File: config.mk
export PLATFORM = sky130hd
export DESIGN_NAME = sld_device_flat
export DESIGN_NICKNAME = d
export VERILOG_FILES = /design/src/shared/sld_pkg.sv /design/src/shared/sld_if.sv /design/src/hw/sld_device.sv /design/src/flat_wrapper.sv
export SDC_FILE = /design/constraint.sdc
export NUM_CORES = 1
export LEC_CHECK = 0
export BUFFER_PORTS_ARGS = -buffer_cell sky130_fd_sc_hd__buf_4
export CAP_MARGIN = 25
export CORE_MARGIN = 2
export CORE_UTILIZATION = 40
export DETAILED_ROUTE_END_ITERATION = 12
export HOLD_SLACK_MARGIN = 0.15
export MAX_ROUTING_LAYER = met4
export SYNTH_ARGS = -nofsm -noshare
export SYNTH_HDL_FRONTEND = slang
export SYNTH_SLANG_ARGS = --single-unit
File: constraint.sdc
create_clock -name sys_clk -period 7.5 [get_ports sys_clk]
set_input_delay 1.5 -clock sys_clk [delete_from_list [all_inputs] [get_ports sys_clk]]
set_output_delay 1.5 -clock sys_clk [all_outputs]
set_load 0.05 [all_outputs]
File: src/shared/sld_pkg.sv
// Purpose: shared constants for the serial latched driver link
// Assumes: system clock of 200 MHz, period 5 ns
// Notes:   times are kept in ns, cycle counts derived from the clock period
package sld_pkg;
    localparam int SLD_CLK_PERIOD_NS   = 5;
    localparam int SLD_NUM_OUTPUTS     = 32;
    localparam int SLD_SECTION_WIDTH   = 16;
    localparam int SLD_CLOCK_WIDTH_NS  = 150;
    localparam int SLD_SETUP_NS        = 75;
    localparam int SLD_CLK_TO_STB_NS   = 300;
    localparam int SLD_STROBE_WIDTH_NS = 100;
    // least times round up to whole cycles
    localparam int SLD_CLOCK_WIDTH_CYC  = (SLD_CLOCK_WIDTH_NS + SLD_CLK_PERIOD_NS - 1) / SLD_CLK_PERIOD_NS;
    localparam int SLD_SETUP_CYC        = (SLD_SETUP_NS + SLD_CLK_PERIOD_NS - 1) / SLD_CLK_PERIOD_NS;
    localparam int SLD_CLK_TO_STB_CYC   = (SLD_CLK_TO_STB_NS + SLD_CLK_PERIOD_NS - 1) / SLD_CLK_PERIOD_NS;
    localparam int SLD_STROBE_WIDTH_CYC = (SLD_STROBE_WIDTH_NS + SLD_CLK_PERIOD_NS - 1) / SLD_CLK_PERIOD_NS;
    localparam logic [31:0] SLD_RESET_VALUE = 32'h00000000;
endpackage

File: src/shared/sld_if.sv
// Purpose: serial lines between host and driver device
// Assumes: all lines are plain levels driven by logic on sys_clk
// Notes:   shift_clk is sampled by the device, not used as a clock
interface sld_if;
    logic shift_clk;
    logic serial_in;
    logic latch_load;
    logic out_enable;
    logic serial_cascade;
    modport host (output shift_clk, output serial_in, output latch_load, output out_enable, input serial_cascade);
    modport device (input shift_clk, input serial_in, input latch_load, input out_enable, output serial_cascade);
endinterface

File: src/hw/sld_device.sv
// Purpose: 32-output serial input latched driver, device end
// Assumes: serial lines arrive from outside the clock domain and are synchronised
// Notes:   driver outputs are open collector: driver_output high means off
//          each link line passes two flip-flops before use and the chain
//          register adds one more, so the chain moves three sys_clk cycles
//          after the shift clock rises; latches and drivers are clocked
//          samples, not transparent latches, so a user sees them a cycle late
module sld_device
    import sld_pkg::*;
#(
    parameter int SECTION = SLD_SECTION_WIDTH
)
(
    // clock and reset
    input  wire logic                 sys_clk,
    input  wire logic                 rst,
    input  wire logic                 clk_en,
    // serial link
    sld_if.device                     link,
    // parallel drivers, low = sinking current
    output logic [2*SECTION-1:0]      driver_output,
    // latch contents for observation
    output logic [2*SECTION-1:0]      latch_state
);
    localparam int N = 2 * SECTION;

    // two-flop synchronisers, one bit per link line
    logic [3:0]         sync1;
    logic [3:0]         sync2;
    logic [3:0]         next_sync1;
    logic [3:0]         next_sync2;

    // edge detector on the synchronised shift clock
    logic               clk_prev;
    logic               next_clk_prev;
    logic               rise;

    // named views of the synchronised lines
    logic               data_bit;
    logic               load_open;
    logic               drive_on;

    // the two shift sections, the first one nearest the serial input
    logic [SECTION-1:0] sec_a;
    logic [SECTION-1:0] sec_b;
    logic [SECTION-1:0] next_sec_a;
    logic [SECTION-1:0] next_sec_b;
    logic [N-1:0]       chain;

    // one latch per stage, then the registered drivers
    logic [N-1:0]       latches;
    logic [N-1:0]       next_latches;
    logic [N-1:0]       drv;
    logic [N-1:0]       next_drv;

    // one shift step of a section: a new bit enters stage 0, the top stage leaves
    function automatic logic [SECTION-1:0] shift_step(input logic [SECTION-1:0] stages, input logic enter);
        return {stages[SECTION-2:0], enter};
    endfunction

    // synchroniser next values; only sync2 reads sync1,
    // so no logic ever acts on a bit that may still be settling
    always_comb
    begin
        next_sync1 = {link.out_enable, link.latch_load, link.serial_in, link.shift_clk};
        next_sync2 = sync1;
    end

    // synchroniser registers; clock enable low freezes them like all state
    always_ff @(posedge sys_clk or posedge rst)
    begin
        if (rst)
        begin
            sync1 <= 4'h0;
            sync2 <= 4'h0;
        end
        else if (clk_en)
        begin
            sync1 <= next_sync1;
            sync2 <= next_sync2;
        end
    end

    // named views of the second stage; every line is seen two cycles late
    assign data_bit  = sync2[1];
    assign load_open = sync2[2];
    assign drive_on  = sync2[3];

    // edge detector; it resets low like the idle shift clock,
    // so leaving reset never looks like a rising edge
    always_comb
    begin
        next_clk_prev = sync2[0];
        rise          = sync2[0] && !clk_prev;
    end

    // edge detector register
    always_ff @(posedge sys_clk or posedge rst)
    begin
        if (rst)
        begin
            clk_prev <= 1'b0;
        end
        else if (clk_en)
        begin
            clk_prev <= next_clk_prev;
        end
    end

    // shift chain next values; section a feeds section b,
    // so the two sections act as one long chain
    always_comb
    begin
        next_sec_a = sec_a;
        next_sec_b = sec_b;
        if (rise)
        begin
            next_sec_a = shift_step(sec_a, data_bit);
            next_sec_b = shift_step(sec_b, sec_a[SECTION-1]);
        end
    end

    // shift chain registers; a strobe never clears the chain, only reset does
    always_ff @(posedge sys_clk or posedge rst)
    begin
        if (rst)
        begin
            {sec_b, sec_a} <= N'(SLD_RESET_VALUE);
        end
        else if (clk_en)
        begin
            sec_a <= next_sec_a;
            sec_b <= next_sec_b;
        end
    end

    // whole chain, stage 0 at bit 0 and the cascade stage on top
    assign chain = {sec_b, sec_a};

    // latch next values: open while the strobe is high, so shifting shows through too;
    // the copy lags the chain by one cycle, which the strobe's width covers
    always_comb
    begin
        next_latches = latches;
        if (load_open)
        begin
            next_latches = chain;
        end
    end

    // latch registers
    always_ff @(posedge sys_clk or posedge rst)
    begin
        if (rst)
        begin
            latches <= N'(SLD_RESET_VALUE);
        end
        else if (clk_en)
        begin
            latches <= next_latches;
        end
    end

    // driver next values: off drives every output high and leaves stored data alone
    always_comb
    begin
        next_drv = '1;
        if (drive_on)
        begin
            next_drv = next_latches;
        end
    end

    // driver registers take the latches' next value,
    // so an output never shows a latch state one cycle stale
    always_ff @(posedge sys_clk or posedge rst)
    begin
        if (rst)
        begin
            drv <= '1;
        end
        else if (clk_en)
        begin
            drv <= next_drv;
        end
    end

    // outputs straight from flip-flops, so a further device
    // in the chain sees clean levels on the cascade
    assign link.serial_cascade = sec_b[SECTION-1];
    assign driver_output       = drv;
    assign latch_state         = latches;
endmodule

File: src/flat_wrapper.sv
// flat-port wrapper written by rule: the top's interface ports become plain ports
module sld_device_flat import sld_pkg::*;
#(
    parameter int SECTION = SLD_SECTION_WIDTH
)
  (sys_clk, rst, clk_en, driver_output, latch_state, link_shift_clk, link_serial_in, link_latch_load, link_out_enable, link_serial_cascade);
  sld_if link_i ();
  input  wire logic sys_clk;
  input  wire logic rst;
  input  wire logic clk_en;
  output logic [2*SECTION-1:0] driver_output;
  output logic [2*SECTION-1:0] latch_state;
  input wire logic [$bits(link_i.shift_clk)-1:0] link_shift_clk;
  input wire logic [$bits(link_i.serial_in)-1:0] link_serial_in;
  input wire logic [$bits(link_i.latch_load)-1:0] link_latch_load;
  input wire logic [$bits(link_i.out_enable)-1:0] link_out_enable;
  output wire logic [$bits(link_i.serial_cascade)-1:0] link_serial_cascade;
  assign link_i.shift_clk = link_shift_clk;
  assign link_i.serial_in = link_serial_in;
  assign link_i.latch_load = link_latch_load;
  assign link_i.out_enable = link_out_enable;
  assign link_serial_cascade = link_i.serial_cascade;
  sld_device #(.SECTION(SECTION)) u_core (.sys_clk(sys_clk), .rst(rst), .clk_en(clk_en), .link(link_i), .driver_output(driver_output), .latch_state(latch_state));
endmodule
==> flow_summary.ini, run 1 <==
[placed_design]
placed_area_sq_um = 4970
port_buffers = 71
hpwl_um = 4960
placedCellCount = 491
gp_congestion = 0.685

[cells_and_area]
drive_above_1_share = 0.527
final_area_sq_um = 5210
diodes = 0
fillers = 1007
area_growth_pct = 19.4
nNetsFinal = 370
final_cells = 508

[yosys]
synthesis.nets = 304
syn_inst = 297
synth-seq-area-share = 0.611
yosysWarnings = 0
synth_top_area_share = 0.418
avgSynthCellArea_sq_um = 14.7
synthDistinctLibCells = 17
synth.area.top_cells = dfrtp_1 42%, dfstp_2 19%, mux2_4 10%
syn_area_sq_um = 4370
ys_ff_latch = 105
yosysTopAreaCell = dfrtp_1

[cts]
cts_setup_buffers = 0
root_buffer = clkbuf_8
cts_buffer_depth = 2
cts_max_level = 3
cts_tree = built
clk_latency_ns = 0.36
cts_resized = 0
cts.clk_slew.worst_paths_ns = 0.09
cts_hold_buf = 0
numClockSinks = 105
cts_buffers = 9

[detailed_routing]
wl_um = 7950
drtIter0Drc = 119
num_vias = 2451
post-route-drc-count = 0
via_per_inst = 4.82
ant_nets = 0
drtPass1Iterations = 4
post_drt_wl_per_cell_um = 15.6

[timing]
setup_viol = 0
finClkSkew_ns = 0.0126
slew_viol_final = 0
worst_pin_slew_ns = 0.852
whs_ns = 0.495
hold_viol_final = 0
rsz0062_at_grt = no
min_period_ns = 2.85
fmax_mhz = 350
fin_setup_tns_ns = 0
slew_headroom = 0.430
fin_crit_sh = 0.381

[floorplan]
core_area_sq_um = 10700
die_area_sq_um = 11800
die_h_um = 109
die_x_um = 109
start_util = 0.406
io_pins = 72
rows = 38

[worst_setup_path]
cp.required_ns = 7.75
slowest_delay_ns = 0.64
path_buf_inv = 1
cp_cell_sequence = buf_4 -> nand2_2 -> mux2_1
worstReg2RegStart = u_core.sync2[2]
path_max_fanout = 44
critPathLaunchType = input port
arrival_ns = 3.10
path_class = in2reg
crit_path_top_delay_cell = nand2_2
crit_start = clk_en
endpoint_kind = flip-flop
crit_family = simple AND/OR/NAND/NOR gates

[global_routing]
grt_overflow = 0
antenna_found_initial = 0
track_usage = 0.146
grt_start_max_net_pins = 56
grt_pass1_wl_um = 12800
first_global_vias = 2466

[status]
outcome = complete, no violations

[min_path]
hp-class = reg2reg
hold_start = u_core.driver_output[19]

[power_and_ir_drop]
power_density_nw_per_um2 = 314
power_mw = 1.64
ir_worst_vdd_v = 0.000177
power_leakage_nw = 2.59

[run]
cap_viol_max_count = 0
area by class of cell:
class | instances | area [sq um] | area share
Clock buffer | 10 | 138 | 0.0264
Sequential cell | 105 | 2670 | 0.512
Inverter | 1 | 6.26 | 0.00120
Tap cell | 140 | 175 | 0.0336
Multi-Input combinational cell | 172 | 1570 | 0.301
Clock inverter | 6 | 90.1 | 0.0173
Timing Repair Buffer | 74 | 568 | 0.109
power breakdown:
part           leakage, nW  internal, mW  switching [mW]
Combinational         1.17         0.182           0.313
Clock                0.113         0.198           0.188
Sequential            1.31         0.681          0.0754
Total                 2.59          1.06           0.576
kinds of logic after synthesis:
logic type / count (synthesis) / synth area share
muxes: 105 / 0.287
DFF: 105 / 0.611
and+or+nand+nor: 35 / 0.0350
AOI/OAI and AO/OA: 32 / 0.0367
buffers and inverters: 20 / 0.0304
worst paths after layout:
| check | endpoint | slack [ns] | depth (start not counted) |
|---|---|---|---|
| worst min register to register | u_core.driver_output[19] | 0.49 | 2 |
| worst max register to register | u_core.latch_state[29] | 5.51 | 3 |
| min in group asynchronous | u_core.latch_state[22] | 1.21 | 2 |
| worst max-delay path | u_core.latch_state[29] | 4.65 | 3 |
| max in group asynchronous | u_core.sync2[2] | 5.15 | 3 |
| worst min-delay path | u_core.driver_output[19] | 0.49 | 2 |
placed cells by master (no fill, tap or decap):
cell type / n
dfstp_2: 32
inv_6: 1
a21oi_1: 32
dfrtp_1: 72
inv_4: 1
buf_12: 1
clkinv_4: 1
dfrtp_2: 1
nand3b_4: 1
and2_1: 1
buf_4: 73
mux2_1: 5
clkinvlp_4: 1
clkinv_2: 1
mux2_4: 30
mux2_2: 38
clkbuf_8: 10
bufinv_16: 2
nand2_2: 1
nor2_1: 32
mux2i_1: 32
per-layer routing:
metal	up-vias	routed length, um	GRT usage
li1	1164	-	-
met2	37	3810	0.221
met5	-	0	-
met4	0	105	0.0549
met1	1242	3820	0.195
met3	8	219	0.0289
flip-flops by register name, indices dropped and copies added (netlist names):
| name | count |
|---|---|
| u_core.sec_b | 16 |
| u_core.sec_a | 16 |
| u_core.next_sync2 | 4 |
| u_core.clk_prev | 1 |
| u_core.latch_state | 32 |
| u_core.sync2 | 4 |
| u_core.driver_output | 32 |
synthesized netlist by cell type:
library cell	number
buf_6	3
mux2i_1	32
inv_1	1
clkbuf_1	4
nand2_2	1
mux2_1	5
nor2_1	32
buf_4	7
nand3b_4	1
mux2_2	38
and2_1	1
mux2_4	30
buf_2	4
dfstp_2	32
clkbuf_4	1
dfrtp_1	73
a21oi_1	32
worst reg2reg max path: stages, from the launching register on:
cell,delay [ns]
dfrtp_2,0.55
buf_12,0.27
nand2_2,0.54
mux2_1,0.52
metrics by stage:
step                setup WS, ns  utilization
detailed placement          4.24        0.462
finish                      4.65        0.485
floorplan                   3.29            -
global placement            4.24        0.462
CTS                         4.64        0.483
global route                4.54        0.485
(Power assumes the default switching activity.)
==> run 2, diff against run 1 <==
--- a/config.mk
+++ b/config.mk
@@ -5,6 +5,7 @@
 export SDC_FILE = /design/constraint.sdc
 export NUM_CORES = 1
 export LEC_CHECK = 0
+export ABC_AREA = 1
 export BUFFER_PORTS_ARGS = -buffer_cell sky130_fd_sc_hd__buf_4
 export CAP_MARGIN = 25
 export CORE_MARGIN = 2
==> constraint.sdc (replaced) <==
create_clock -name sys_clk -period 2.32 [get_ports sys_clk]
set_input_delay 0.464 -clock sys_clk [delete_from_list [all_inputs] [get_ports sys_clk]]
set_output_delay 0.464 -clock sys_clk [all_outputs]
set_load 0.05 [all_outputs]
==> run 2 against run 1 <==
Register-to-register slack worse by 4.7 ns. Count of clock-buffer cells in the layout rose by 4. Worst hold slack lost 0.30 ns. Clock skew down 0.0051 ns. Design area grew 1.9%. Synthesized cell count increased by 64%. Power rose to 3.1 times the previous value. Die area up 2.7%. Area after synthesis rose by 2.8%. Global-route usage is 1.6 points higher. Highest routed layer unchanged.
==> flow_summary.ini, run 2 <==
[yosys]
avgSynthCellArea_sq_um = 9.22
ys.flop_type = dfrtp_1
yosysWarnings = 0
synth.area.top_cells = dfrtp_1 41%, dfstp_2 19%, nand2_1 13%
yosysMostFrequentCell = nand2_1
synth_top_cells_by_count = 154 x nand2_1, 73 x dfrtp_1, 68 x inv_1
syn_area_sq_um = 4490
async_flop_share = 1.00
syn_inst = 487
synthDistinctLibCells = 15
ys_ff_latch = 105
synth-seq-area-share = 0.594
synth_top_area_share = 0.407
synth_edf_count = 0
synthesis.nets = 494
yosysTopAreaCell = dfrtp_1

[cts]
cts_max_level = 3
cts_hold_buf = 0
clk_latency_ns = 0.36
cts_tree = built
numClockSinks = 105
cts_resized = 0
cts.clk_slew.worst_paths_ns = 0.09
cts_buffers = 9
cts_buffer_depth = 2
root_buffer = clkbuf_8
cts_setup_buffers = 0

[floorplan]
io_pins = 72
rows = 38
start_util = 0.412
die_x_um = 110
die_h_um = 110
core_area_sq_um = 10900
die_area_sq_um = 12100

[cells_and_area]
area_growth_pct = 18.3
diodes = 0
nNetsFinal = 556
drive_above_1_share = 0.289
final_cells = 694
final_common_cell = nand2_1
layout_common_cells = 154 x nand2_1, 76 x buf_4, 73 x dfrtp_1

[timing]
fmax_mhz = 632
slew_headroom = 0.545
worst_pin_slew_ns = 0.681
fin_crit_sh = 0.682
min_period_ns = 1.58
rsz0062_at_grt = no
slew_viol_final = 0
setup_viol = 0
hold_viol_final = 0
finClkSkew_ns = 0.00749
fin_setup_tns_ns = 0
whs_ns = 0.196

[detailed_routing]
wl_um = 8790
drt-met1-wl_um = 4260
via_per_inst = 4.73
num_vias = 3284
post_drt_wl_per_cell_um = 12.7
drtPass1Iterations = 4
drtIter0Drc = 150
ant_nets = 0
met3WireLength_um = 355
post-route-drc-count = 0
top_layer = met4
dr_wl_met2_um = 4000

[worst_setup_path]
cp.depth = 1
endpoint_kind = output pin
worstReg2RegStart = u_core.clk_prev
path_class = reg2out
crit_family = flip-flops
rr_worst_depth = 5
path_max_fanout = 2
crit_path_top_delay_cell = dfstp_2
crit_start = u_core.driver_output[30]
arrival_ns = 1.12
critPathLaunchType = flip-flop
cp_cell_sequence = buf_4
cp.required_ns = 1.86
slowest_delay_ns = 0.56
path_buf_inv = 1

[global_routing]
track_usage = 0.162
grt_start_max_net_pins = 60
grt_pass1_wl_um = 14600
antenna_found_initial = 0
first_global_vias = 3167
grt_overflow = 0

[placed_design]
placedCellCount = 678
port_buffers = 71
hpwl_um = 5740
gp_congestion = 0.700

[power_and_ir_drop]
ir_worst_vdd_v = 0.000344
power_density_nw_per_um2 = 947
power_leakage_nw = 2.55
power_mw = 5.03

[run]
cap_viol_max_count = 0

[min_path]
hp-class = in2async

[status]
outcome = complete, no violations
-- run 2: cell families (layout without fill, tap and decap cells) --
kind of cell           count (synthesis)  in the layout  synth area share
buffers and inverters                 97            164             0.101
and+or+nand+nor                      188            188             0.170
DFF                                  105            105             0.594
AOI/OAI and AO/OA                     97             97             0.135
-- run 2: layer usage --
layer / vias up / global-route usage
li1: 1639 / -
met1: 1576 / 0.213
met3: 12 / 0.0273
met4: 0 / 0.0732
met2: 57 / 0.245
met5: - / -
-- run 2: path summary, 6_finish.rpt --
| path | endpoint | slack, ns |
|---|---|---|
| max | driver_output[30] | 0.74 |
| min | u_core.latch_state[28] | 0.20 |
| max reg2reg | u_core.sec_b[15] | 0.81 |
| min reg2reg | u_core.next_sync2[2] | 0.48 |
| max in group asynchronous | u_core.driver_output[9] | 1.43 |
| min in group sys_clk | u_core.next_sync2[3] | 0.30 |
-- run 2: power breakdown --
group	switching, mW	internal (mW)
clock network	0.596	0.588
logic	1.14	0.436
registers	0.139	2.14
-- run 2: layout make-up --
cell class / instances / area, sq um
fillers: 1049 / 5580
multi-input cells: 285 / 1370
flip-flops and latches: 105 / 2670
repair buffers: 79 / 631
well taps: 140 / 175
clock buffers: 14 / 173
inverters: 69 / 263
clock inverters: 2 / 35.0
-- run 2: per-stage QoR --
step	setup WS, ns	utilization	area [sq um]
finish	0.738	0.488	5310
global route	0.688	0.488	5310
CTS	0.721	0.488	5310
detailed placement	0.650	0.469	5100
global placement	0.666	0.469	5100
floorplan	0.623	-	4490
-- run 2: worst reg2reg max path, stage by stage (launching register included) --
cell and delay, ns:
dfrtp_1 0.37, inv_1 0.10, nand3_4 0.42, buf_12 0.38, nand2_1 0.09, o21ai_2 0.06
